File: src/rtl/qsf_pkg.sv
// shared constants and types of the quad serial flash pin interface
package qsf_pkg;
    // clock and hardware reset timing
    localparam int CLK_PERIOD_NS     = 40;
    localparam int HW_RESET_MIN_NS   = 1000;
    localparam int HW_RESET_CYCLES   = (HW_RESET_MIN_NS + CLK_PERIOD_NS - 1) / CLK_PERIOD_NS;
    // widths and depths
    localparam int LANES             = 4;
    localparam int BYTE_W            = 8;
    localparam int FIFO_DEPTH        = 16;
    localparam int SYNC_W            = 7;
    // positions inside the synchroniser vector
    localparam int SY_LANE_LO        = 0;
    localparam int SY_SCLK           = 4;
    localparam int SY_CS             = 5;
    localparam int SY_RST            = 6;
    // bits per byte and step per lane width
    localparam logic [3:0] BITS_PER_BYTE = 4'h8;
    localparam logic [3:0] STEP_W1       = 4'h1;
    localparam logic [3:0] STEP_W2       = 4'h2;
    localparam logic [3:0] STEP_W4       = 4'h4;
    localparam logic [3:0] CNT_ZERO      = 4'h0;
    // output enable patterns per lane width
    localparam logic [3:0] OE_NONE       = 4'h0;
    localparam logic [3:0] OE_W1         = 4'h2;
    localparam logic [3:0] OE_W2         = 4'h3;
    localparam logic [3:0] OE_W4         = 4'hf;
    // byte sent when the user has nothing queued
    localparam logic [7:0] IDLE_FILL     = 8'hff;
    localparam logic [7:0] BYTE_ZERO     = 8'h00;

    typedef enum logic [1:0] {QSF_W1, QSF_W2, QSF_W4} qsf_width_t;
    typedef enum logic [1:0] {QSF_ASLEEP, QSF_IDLE, QSF_ACTIVE} qsf_state_t;
endpackage : qsf_pkg

File: src/rtl/qsf_pin_if.sv
// pin-level serial interface of the flash device with its receive fifo
`timescale 1ns/10ps
`default_nettype none
// Notes on behaviour
// - single lane: lane0 input, rising edge sampled
// - quad: lane0 input on writes, output reads
// - reads drive lane1, changed on falling edges
// - quad write: lane1 becomes rising edge input
// - quad fast read drives lane1 on falling
// - lanes 2,3 output only in quad reads
// - chip select high: all lanes released
// - chip select low: device selected, active
// - nothing accepted before first select falling edge
// - host clocks; device samples on rising edges
// - outputs change after falling; host captures next
// - reset low about 1us returns power-on state
// - unconnected reset input reads as high
// plain fifo of flip-flops, valid and ready on both sides
module qsf_fifo #(
    parameter int WIDTH = 8,
    parameter int DEPTH = 16
) (
    input  wire logic             clk,
    input  wire logic             nrst,
    input  wire logic             clr,
    input  wire logic [WIDTH-1:0] in_data,
    input  wire logic             in_valid,
    output logic                  in_ready,
    output logic      [WIDTH-1:0] out_data,
    output logic                  out_valid,
    input  wire logic             out_ready
);
    localparam int AW = (DEPTH > 1) ? $clog2(DEPTH) : 1;
    localparam logic [AW:0] FULL_CNT = (AW+1)'(DEPTH);
    localparam logic [AW-1:0] LAST  = (AW)'(DEPTH - 1);
    logic [WIDTH-1:0] mem [DEPTH];
    logic [AW-1:0]    wr_ptr;
    logic [AW-1:0]    rd_ptr;
    logic [AW:0]      count;
    logic             push;
    logic             pop;
    // honest flags from the fill count
    assign in_ready  = (count != FULL_CNT);
    assign out_valid = (count != '0);
    assign out_data  = mem[rd_ptr];
    assign push      = in_valid && in_ready;
    assign pop       = out_valid && out_ready;
    // storage, written at the write pointer
    always_ff @(posedge clk) begin
        if (push) begin
            mem[wr_ptr] <= in_data;
        end
    end
    // pointers and fill count
    always_ff @(posedge clk or negedge nrst) begin
        if (!nrst) begin
            wr_ptr <= '0;
            rd_ptr <= '0;
            count  <= '0;
        end else if (clr) begin
            wr_ptr <= '0;
            rd_ptr <= '0;
            count  <= '0;
        end else begin
            if (push) begin
                wr_ptr <= (wr_ptr == LAST) ? '0 : wr_ptr + 1'b1;
            end
            if (pop) begin
                rd_ptr <= (rd_ptr == LAST) ? '0 : rd_ptr + 1'b1;
            end
            if (push && !pop) begin
                count <= count + 1'b1;
            end else if (pop && !push) begin
                count <= count - 1'b1;
            end
        end
    end
endmodule : qsf_fifo
// device side of the serial pins
module qsf_pin_if #(
    parameter int HW_RESET_CNT = qsf_pkg::HW_RESET_CYCLES,
    parameter int RX_DEPTH     = qsf_pkg::FIFO_DEPTH
) (
    input  wire logic                        clk,
    input  wire logic                        nrst,
    input  wire logic                        serial_clock_in,
    input  wire logic                        chip_select_n,
    input  wire logic                        hw_reset_n,
    input  wire logic                        hw_reset_n_driven,
    input  wire logic [qsf_pkg::LANES-1:0]   lane_in,
    output logic      [qsf_pkg::LANES-1:0]   lane_out,
    output logic      [qsf_pkg::LANES-1:0]   lane_oe,
    input  wire logic                        quad_lane_mode,
    input  wire logic                        phase_out,
    input  wire qsf_pkg::qsf_width_t         phase_width,
    input  wire logic [qsf_pkg::BYTE_W-1:0]  tx_data,
    input  wire logic                        tx_valid,
    output logic                             tx_ready,
    output logic      [qsf_pkg::BYTE_W-1:0]  rx_data,
    output logic                             rx_valid,
    input  wire logic                        rx_ready,
    output logic                             selected,
    output logic                             awake,
    output logic                             hw_reset_active,
    output logic                             frame_start,
    output logic                             overrun
);
    import qsf_pkg::*;
    localparam int RCW = $clog2(HW_RESET_CNT + 1);
    localparam logic [RCW-1:0] RST_LIMIT = RCW'(HW_RESET_CNT);
    logic [SYNC_W-1:0] sync1;
    logic [SYNC_W-1:0] sync2;
    logic              reset_pad;
    logic              sclk_prev;
    logic              cs_prev;
    logic              s_sclk;
    logic              s_cs_n;
    logic              s_rst_n;
    logic [LANES-1:0]  s_lanes;
    logic              sclk_rise;
    logic              sclk_fall;
    logic              cs_fall;
    logic [RCW-1:0]    rst_cnt;
    logic              soft_rst;
    qsf_state_t        state;
    logic              active;
    qsf_width_t        eff_w;
    logic [3:0]        step;
    logic [BYTE_W-1:0] sh_in;
    logic [3:0]        in_cnt;
    logic [3:0]        next_in_cnt;
    logic [BYTE_W-1:0] next_sh_in;
    logic [BYTE_W-1:0] push_data;
    logic              push_valid;
    logic              fifo_in_ready;
    logic [BYTE_W-1:0] fifo_out_data;
    logic              fifo_out_valid;
    logic              fifo_out_ready;
    logic [BYTE_W-1:0] sh_out;
    logic [3:0]        out_cnt;
    logic [3:0]        next_out_cnt;
    logic [BYTE_W-1:0] word;
    logic [LANES-1:0]  next_oe;
    // lanes presented for the top bits of a byte
    function automatic logic [LANES-1:0] present(input logic [BYTE_W-1:0] w,
                                                 input qsf_width_t wd);
        logic [LANES-1:0] r;
        r = '0;
        case (wd)
            QSF_W2:  r = {2'b00, w[7:6]};
            QSF_W4:  r = w[7:4];
            default: r = {2'b00, w[7], 1'b0};
        endcase
        return r;
    endfunction : present
    // byte after shifting in the lanes, most significant first
    function automatic logic [BYTE_W-1:0] shift_in(input logic [BYTE_W-1:0] s,
                                                   input logic [LANES-1:0] l,
                                                   input qsf_width_t wd);
        logic [BYTE_W-1:0] r;
        r = s;
        case (wd)
            QSF_W2:  r = {s[5:0], l[1:0]};
            QSF_W4:  r = {s[3:0], l[3:0]};
            default: r = {s[6:0], l[0]};
        endcase
        return r;
    endfunction : shift_in
    // floating reset input is taken as high
    assign reset_pad = hw_reset_n_driven ? hw_reset_n : 1'b1;
    // two flip-flops on every pin input; clock bit presets to its idle low level
    always_ff @(posedge clk or negedge nrst) begin
        if (!nrst) begin
            sync1 <= ~SYNC_W'(1 << SY_SCLK); // no false clock edge after reset
            sync2 <= ~SYNC_W'(1 << SY_SCLK);
        end else begin
            sync1 <= {reset_pad, chip_select_n, serial_clock_in, lane_in};
            sync2 <= sync1;
        end
    end
    assign s_lanes = sync2[SY_LANE_LO +: LANES];
    assign s_sclk  = sync2[SY_SCLK];
    assign s_cs_n  = sync2[SY_CS];
    assign s_rst_n = sync2[SY_RST];
    // edge detection on the synchronised clock and select
    always_ff @(posedge clk or negedge nrst) begin
        if (!nrst) begin
            sclk_prev <= 1'b0;
            cs_prev   <= 1'b1;
        end else begin
            sclk_prev <= s_sclk;
            cs_prev   <= s_cs_n;
        end
    end
    assign sclk_rise = s_sclk && !sclk_prev;
    assign sclk_fall = !s_sclk && sclk_prev;
    assign cs_fall   = !s_cs_n && cs_prev;
    // hardware reset low long enough, saturating count
    always_ff @(posedge clk or negedge nrst) begin
        if (!nrst) begin
            rst_cnt <= '0;
        end else if (s_rst_n) begin
            rst_cnt <= '0;
        end else if (rst_cnt != RST_LIMIT) begin
            rst_cnt <= rst_cnt + 1'b1;
        end
    end
    assign soft_rst = (rst_cnt == RST_LIMIT);
    // select state: asleep until the first select falling edge
    always_ff @(posedge clk or negedge nrst) begin
        if (!nrst) begin
            state <= QSF_ASLEEP;
        end else if (soft_rst) begin
            state <= QSF_ASLEEP;
        end else begin
            case (state)
                QSF_ASLEEP, QSF_IDLE: begin
                    if (cs_fall) begin
                        state <= QSF_ACTIVE;
                    end
                end
                QSF_ACTIVE: begin
                    if (s_cs_n) begin
                        state <= QSF_IDLE;
                    end
                end
                default: state <= QSF_ASLEEP;
            endcase
        end
    end
    assign active = (state == QSF_ACTIVE) && !s_cs_n && !soft_rst;
    // single lane mode forces one-bit traffic
    assign eff_w = quad_lane_mode ? phase_width : QSF_W1;
    always_comb begin
        case (eff_w)
            QSF_W2:  step = STEP_W2;
            QSF_W4:  step = STEP_W4;
            default: step = STEP_W1;
        endcase
    end
    // input shift on rising edges while not driving
    assign next_sh_in  = shift_in(sh_in, s_lanes, eff_w);
    assign next_in_cnt = (in_cnt + step == BITS_PER_BYTE) ? CNT_ZERO : in_cnt + step;
    always_ff @(posedge clk or negedge nrst) begin
        if (!nrst) begin
            sh_in      <= BYTE_ZERO;
            in_cnt     <= CNT_ZERO;
            push_valid <= 1'b0;
            push_data  <= BYTE_ZERO;
        end else begin
            push_valid <= 1'b0;
            if (!active) begin
                in_cnt <= CNT_ZERO;
            end else if (sclk_rise && !phase_out) begin
                sh_in  <= next_sh_in;
                in_cnt <= next_in_cnt;
                if (next_in_cnt == CNT_ZERO) begin
                    push_valid <= 1'b1;
                    push_data  <= next_sh_in;
                end
            end
        end
    end
    qsf_fifo #(
        .WIDTH (BYTE_W),
        .DEPTH (RX_DEPTH)
    ) u_rx_fifo (
        .clk       (clk),
        .nrst      (nrst),
        .clr       (soft_rst),
        .in_data   (push_data),
        .in_valid  (push_valid),
        .in_ready  (fifo_in_ready),
        .out_data  (fifo_out_data),
        .out_valid (fifo_out_valid),
        .out_ready (fifo_out_ready)
    );
    // registered output stage of the receive path
    assign fifo_out_ready = !rx_valid || rx_ready;
    always_ff @(posedge clk or negedge nrst) begin
        if (!nrst) begin
            rx_valid <= 1'b0;
            rx_data  <= BYTE_ZERO;
        end else if (soft_rst) begin
            rx_valid <= 1'b0;
        end else if (fifo_out_ready) begin
            rx_valid <= fifo_out_valid;
            if (fifo_out_valid) begin
                rx_data <= fifo_out_data;
            end
        end
    end
    // output shift, new bits presented after each falling edge
    assign word         = tx_valid ? tx_data : IDLE_FILL;
    assign next_out_cnt = (out_cnt + step == BITS_PER_BYTE) ? CNT_ZERO : out_cnt + step;
    always_ff @(posedge clk or negedge nrst) begin
        if (!nrst) begin
            sh_out   <= BYTE_ZERO;
            out_cnt  <= CNT_ZERO;
            lane_out <= '0;
            tx_ready <= 1'b0;
        end else begin
            tx_ready <= 1'b0;
            if (!active || !phase_out) begin
                out_cnt <= CNT_ZERO;
            end else if (sclk_fall) begin
                out_cnt <= next_out_cnt;
                if (out_cnt == CNT_ZERO) begin
                    lane_out <= present(word, eff_w);
                    sh_out   <= word << step;
                    tx_ready <= tx_valid;
                end else begin
                    lane_out <= present(sh_out, eff_w);
                    sh_out   <= sh_out << step;
                end
            end
        end
    end
    // lane drive enables by phase and width
    always_comb begin
        next_oe = OE_NONE;
        if (active && phase_out) begin
            case (eff_w)
                QSF_W2:  next_oe = OE_W2;
                QSF_W4:  next_oe = OE_W4;
                default: next_oe = OE_W1;
            endcase
        end
    end
    always_ff @(posedge clk or negedge nrst) begin
        if (!nrst) begin
            lane_oe <= OE_NONE;
        end else begin
            lane_oe <= next_oe;
        end
    end
    // status outputs; a dropped byte wins over the clear at frame start
    always_ff @(posedge clk or negedge nrst) begin
        if (!nrst) begin
            selected        <= 1'b0;
            awake           <= 1'b0;
            hw_reset_active <= 1'b0;
            frame_start     <= 1'b0;
            overrun         <= 1'b0;
        end else begin
            selected        <= active;
            awake           <= (state != QSF_ASLEEP) && !soft_rst;
            hw_reset_active <= soft_rst;
            frame_start     <= cs_fall && !soft_rst;
            if (soft_rst) begin
                overrun <= 1'b0;
            end else if (push_valid && !fifo_in_ready) begin
                overrun <= 1'b1;
            end else if (cs_fall) begin
                overrun <= 1'b0;
            end
        end
    end
endmodule : qsf_pin_if
`default_nettype wire

File: config.mk
export PLATFORM = sky130hd
export DESIGN_NAME = qsf_pin_if
export DESIGN_NICKNAME = d
export VERILOG_FILES = /design/src/rtl/qsf_pkg.sv /design/src/rtl/qsf_pin_if.sv
export SDC_FILE = /design/constraint.sdc
export NUM_CORES = 1
export LEC_CHECK = 0
export ABC_AREA = 1
export BUFFER_PORTS_ARGS = -buffer_cell sky130_fd_sc_hd__clkbuf_2
export CORE_MARGIN = 2
export CORE_UTILIZATION = 55
export DETAILED_ROUTE_END_ITERATION = 10
export HOLD_SLACK_MARGIN = 0.08
export PLACE_DENSITY_LB_ADDON = 0.1
export SLEW_MARGIN = 5
export SYNTH_ARGS = -nofsm -noshare
export SYNTH_HDL_FRONTEND = slang
export SYNTH_SLANG_ARGS = --single-unit
File: constraint.sdc
create_clock -name clk -period 2 [get_ports clk]
set_input_delay 0.2 -clock clk [delete_from_list [all_inputs] [get_ports clk]]
set_output_delay 0.2 -clock clk [all_outputs]
set_load 0.01 [all_outputs]
==> results of run 1 <==
## worst paths after layout
check	from	to	slack (ns)	depth (start not counted)
max	u_rx_fifo.count[2]	u_rx_fifo.mem[0][7]	0.02	6
min	tx_valid	tx_ready	0.13	3
max reg2reg	u_rx_fifo.count[2]	u_rx_fifo.mem[0][7]	0.02	6
min reg2reg	sync1[4]	sync2[4]	0.35	0
max in group asynchronous	nrst	sync1[3]	1.17	3
min in group asynchronous	nrst	rst_cnt[2]	0.16	2
## repair_timing
action                                 4_1_cts  5_1_grt
pin swaps                                    0        1
resized for setup                            1       16
endpoints found under the hold margin       87        0
setup endpoints to repair                    1       92
setup buffers                                0        0
hold buffers                                11        0
gates cloned                                 0        0
## stage by stage
step	hold WS, ns	TNS (ns)	total power [uW]	util, %
2_1_floorplan	-0.0956	0	8230	-
3_3_place_gp	0.142	-0.214	9480	59.4
3_5_place_dp	0.141	-0.619	9550	59.4
4_1_cts	0.113	0	13800	64.5
5_1_grt	0.151	-1.94	14600	64.8
6_report	0.134	0	13800	64.8
## critical path, cell delays in order, from the launching register on
cell     delay, ns
dfrtp_1       0.40
nor2_2        0.05
nand4_1       0.12
nand2_2       0.07
inv_2         0.11
nand2_1       0.19
nor2_1        0.65
## cells by family (layout without fill, tap and decap cells)
group,count (synthesis),count (layout),synth area share (%)
xor gates and xnor gates,6,6,0.547
and+or+nand+nor,464,464,21.4
AOI/OAI and AO/OA,126,126,7.18
adders and majority gates,21,21,2.97
buffers and inverters,97,191,4.46
DFF,217,217,63.4
## placed cells by master (no fill, tap or decap), types with 14 or more instances in the layout
master       n
nand3_1    104
clkbuf_16   24
dfrtp_1     75
nand2_1    156
ha_1        17
nor2_1     161
nor2_2      14
clkbuf_2    45
edfxtp_1   128
o21ai_0     83
buf_4       30
inv_1       49
## report_power, final
group	internal, uW	switching (uW)	total [uW]
Combinational	1370	2510	3880
Clock	2550	1700	4250
Sequential	5230	407	5640
## state kept, by name (all words and copies together) (netlist names), 5 cells and up
signal	flops
sh_out	8
push_data	8
u_rx_fifo.mem	128
sync2	7
sh_in	7
u_rx_fifo.count	5
rst_cnt	5
sync1	7
rx_data	8
## final cells by class
cell class,instances,area [um2],share of cell area (%)
repair buffers,88,601,5.40
flip-flops and latches,217,6090,54.7
multi-input cells,617,3150,28.3
clock buffers,34,698,6.28
well taps,225,282,2.53
clock inverters,8,71.3,0.641
inverters,61,235,2.11
## metal layers
metal | global-route usage [%] | vias to the layer above
li1 | - | 3299
met1 | 32.0 | 3279
met2 | 41.4 | 195
met3 | 3.80 | 23
met4 | 4.40 | 0
met5 | 0 | -
==> results_dict.tcl, run 1 <==
set metrics [dict create \
    status "finished clean" \
    cap_violations 0 \
    ys_types 44 \
    fill_cells 1411 \
    powerDensity_nw_per_um2 1240 \
    yosysWarnings 0 \
    clock_latency_ns 0.51 \
    avgRoutedWirePerCell_um 17.1 \
    syn_area_um2 9600 \
    rsz0062_at_grt "true" \
    top_layer_used "met4" \
    grt_pass1_wl_um 34300 \
    vdd_drop_max_uv 728 \
    grt_max_degree 37 \
    grt_pass1_vias 6550 \
    die-area_um2 18500 \
    dr_total_vias 6796 \
    slew_headroom_pct 48.0 \
    synth_area_leader_cell "edfxtp_1" \
    slew_viol_final 0 \
    antenna_found_initial 0 \
    worst_clock_skew_ns 0.0167 \
    hpwl_um 13800 \
    numPortBuffers 46 \
    synth-seq-area-share_pct 63.4 \
    placed_area_um2 10200 \
    cts_buffers 23 \
    drcViolationCount 0 \
    clockRootBuffer "clkbuf_16" \
    gr-total-overflow 0 \
    max_freq_ghz 0.505 \
    nets 1053 \
    start_util_pct 55.9 \
    fin_ws_ns 0.0191 \
    hp-class "in -> reg" \
    finalWeightedCongestion 0.887 \
    period_share_pct 99.0 \
    dr_wl_met3_um 1230 \
    fp-row-count 48 \
    cp-start-kind "flip-flop" \
    track_usage_pct 23.8 \
    core_area_um2 17200 \
    cp.arrival_ns 2.11 \
    fin_cells 1250 \
    min_period_ns 1.98 \
    finalInstanceArea_um2 11100 \
    critPathMaxFanout 8 \
    ant_nets 0 \
    clockBufferDepth 3 \
    cts_tree "yes" \
    ioPinCount 47 \
    p_leak_uw 0.00475 \
    drive_gt1_share_pct 17.7 \
    cts_max_level 1 \
    avgSynthCellArea_um2 10.3 \
    netlist.area_leader.share_pct 40.0 \
    yosysMostFrequentCell "nor2_1" \
    synth.top_cells.by_count "nor2_1, nand2_1, edfxtp_1, nand3_1, o21ai_0" \
    place_inst 1197 \
    totalWireLength_um 21300 \
    numClockSinks 217 \
    wl_met2_um 10800 \
    setup_violations 0 \
    yosys_register_bits 217 \
    die_x_um 136 \
    area_growth_pct 15.9 \
    yosys-top-cells-area "edfxtp_1, dfrtp_1, nor2_1" \
    synth_fp_nets 976 \
    required_ns 2.13 \
    drt_iter0_markers 539 \
    synthFlopType "edfxtp_1" \
    vias_per_cell 5.44 \
    tightest_slew_ns 0.778 \
    pre_cts_ws_ns -0.0880 \
    end_kind "flip-flop" \
    path_clk_slew_ns 0.06 \
    drtPass1Iterations 7 \
    hold_viol_final 0 \
    synth_edf_count 128 \
    crit_type "reg -> reg" \
    met1Wirelength_um 9030 \
    dieHeight_um 136 \
    synthCells 931 \
    diodes 0 \
    async_reset_ff_share_pct 41.0 \
]
No activity file was read; power rests on OpenSTA's default activity.
==> run 2: changes to the inputs <==
--- a/config.mk
+++ b/config.mk
@@ -5,7 +5,6 @@
 export SDC_FILE = /design/constraint.sdc
 export NUM_CORES = 1
 export LEC_CHECK = 0
-export ABC_AREA = 1
 export BUFFER_PORTS_ARGS = -buffer_cell sky130_fd_sc_hd__clkbuf_2
 export CORE_MARGIN = 2
 export CORE_UTILIZATION = 55
==> results_dict.tcl, run 2 <==
set metrics [dict create \
    status "complete, but fails checks" \
    failed_checks "negative setup slack" \
    gr-total-overflow 0 \
    drive_gt1_share_pct 36.8 \
    dr_total_vias 5550 \
    yosys_register_bits 217 \
    start_util_pct 56.1 \
    hpwl_um 12900 \
    dieHeight_um 134 \
    crit_type "reg -> reg" \
    largest_register_ffs 128 \
    grt_pass1_vias 5752 \
    track_usage_pct 21.7 \
    end_kind "flip-flop" \
    hold_viol_final 0 \
    path_clk_slew_ns 0.06 \
    period_share_pct 119 \
    numClockSinks 217 \
    synthCells 611 \
    cp.arrival_ns 2.76 \
    powerDensity_nw_per_um2 1120 \
    ioPinCount 47 \
    clockBufferDepth 3 \
    area_growth_pct 24.2 \
    netlist.area_leader.share_pct 41.3 \
    tightest_slew_ns 0.620 \
    worst_clock_skew_ns 0.00966 \
    hp-class "in -> async" \
    total_power_uw 12900 \
    synth_fp_nets 656 \
    mostFrequentLayoutCell "edfxtp_1" \
    die-area_um2 18000 \
    totalWireLength_um 19000 \
    diodes 0 \
    syn_area_um2 9300 \
    ys_types 65 \
    cts_buffers 23 \
    synthFlopType "edfxtp_1" \
    registers.top_by_ff_count "u_rx_fifo.mem" \
    pre_cts_ws_ns -0.403 \
    cp-start-kind "flip-flop" \
    drt_iter0_markers 369 \
    ant_nets 0 \
    vdd_drop_max_uv 846 \
    reg2reg_from "u_rx_fifo.count[2]" \
    p_leak_uw 0.00444 \
    die_x_um 134 \
    numPortBuffers 46 \
    synth_edf_count 128 \
    placed_area_um2 10400 \
    clockRootBuffer "clkbuf_16" \
    synth_area_leader_cell "edfxtp_1" \
    cap_violations 0 \
    max_freq_ghz 0.420 \
    cts_max_level 1 \
    rsz0062_at_grt "true" \
    antenna_found_initial 0 \
    grt_max_degree 37 \
    crit_start "u_rx_fifo.count[2]" \
    drtPass1Iterations 4 \
    critPathMaxFanout 4 \
    fp-row-count 47 \
    async_reset_ff_share_pct 41.0 \
    setup_violations 103 \
    fin_ws_ns -0.378 \
    finalWeightedCongestion 0.827 \
    min_period_ns 2.38 \
    avgRoutedWirePerCell_um 19.3 \
    synth-seq-area-share_pct 65.4 \
    slew_headroom_pct 58.7 \
    fin_util_pct 69.7 \
    vias_per_cell 5.66 \
    nets 789 \
    layout_common_cells "edfxtp_1, dfrtp_1, buf_4" \
    required_ns 2.38 \
    yosysWarnings 0 \
    avgSynthCellArea_um2 15.2 \
    yosysMostFrequentCell "edfxtp_1" \
    grt_pass1_wl_um 30400 \
    drcViolationCount 0 \
    clock_latency_ns 0.50 \
    synth.top_cells.by_count "edfxtp_1, dfrtp_1, nand2_1, mux4_2" \
    finalInstanceArea_um2 11600 \
    yosys-top-cells-area "edfxtp_1, dfrtp_1, mux4_2" \
    core_area_um2 16600 \
    cts_tree "yes" \
    slew_viol_final 0 \
]
-- run 2: cell types whose count changed in the layout (fill, tap and decap cells not counted), sizes merged, moves of 29 or more --
cell,change
nor2,-151
o21ai,-75
buf,+47
mux4,+35
nand3,-99
nand2,-123
inv,-36
mux2i,+29
-- run 2: worst max-delay path, stage by stage, from the launching register on --
cell     delay (ns)
dfrtp_1        0.38
or4_4          0.56
o21ai_4        0.18
nand2_4        0.09
fa_2           0.36
a21o_1         0.17
a21oi_2        0.13
and3_1         0.19
o21ai_1        0.07
nor3b_2        0.15
-- run 2: per-stage QoR --
| step | hold slack [ns] | cells | TNS [ns] |
|---|---|---|---|
| floorplan | -0.0956 | 611 | -1.19 |
| global placement | 0.0778 | 918 | -4.55 |
| detailed placement | 0.0817 | 918 | -7.95 |
| CTS | 0.103 | 971 | -0.814 |
| global route | 0.121 | 980 | -24.96 |
| finish | 0.111 | 980 | -18.36 |
-- run 2: path summary, 6_finish.rpt --
path                       slack (ns)  cells after the start                 end
setup / recovery                -0.38                      9  u_rx_fifo.count[4]
hold / removal                   0.11                      2  u_rx_fifo.count[1]
setup reg to reg                -0.38                      9  u_rx_fifo.count[4]
hold reg to reg                  0.36                      0            sync2[0]
max in group asynchronous        1.26                      3            sync2[5]
min in group clk                 0.12                      3           sh_out[7]
-- run 2: cell type report --
| class | count | area, um2 |
|---|---|---|
| repair buffers | 134 | 987 |
| inverters | 22 | 85.1 |
| multi-input cells | 346 | 3290 |
| fillers | 1129 | 5030 |
| flip-flops and latches | 217 | 6090 |
| well taps | 220 | 275 |
| clock inverters | 15 | 221 |
| clock buffers | 26 | 607 |
-- run 2: what timing repair did --
| action | in CTS | in global routing |
|---|---|---|
| buffers inserted | 2 | 9 |
| setup endpoints to repair | 110 | 75 |
| gates resized for setup | 34 | 23 |
| pin swaps | 4 | 11 |
| hold buffers | 10 | 0 |
| endpoints found under the hold margin | 93 | 0 |
-- run 2: cell families after synthesis --
kind of cell    share of synthesized area, %
mux                                     12.6
fa+ha+maj                               3.07
simple gates                            9.21
buf+inv                                 2.12
xor+xnor                                1.12
compound gates                          6.41
flops                                   65.4
-- run 2: layer usage --
layer  track usage [%]  wire (um)  vias to the layer above
met2              37.3       9630                      113
met4              5.03        330                        0
li1                  -          -                     2573
met3              3.25        763                       30
met5                 0          0                        -
met1              29.8       8230                     2834
-- run 2: report_power, final --
part | switching [uW] | total, uW | leakage [uW] | internal (uW)
Sequential | 351 | 5510 | 0.00219 | 5160
Clock | 1740 | 4580 | 0.000395 | 2840
Combinational | 1360 | 2800 | 0.00186 | 1450
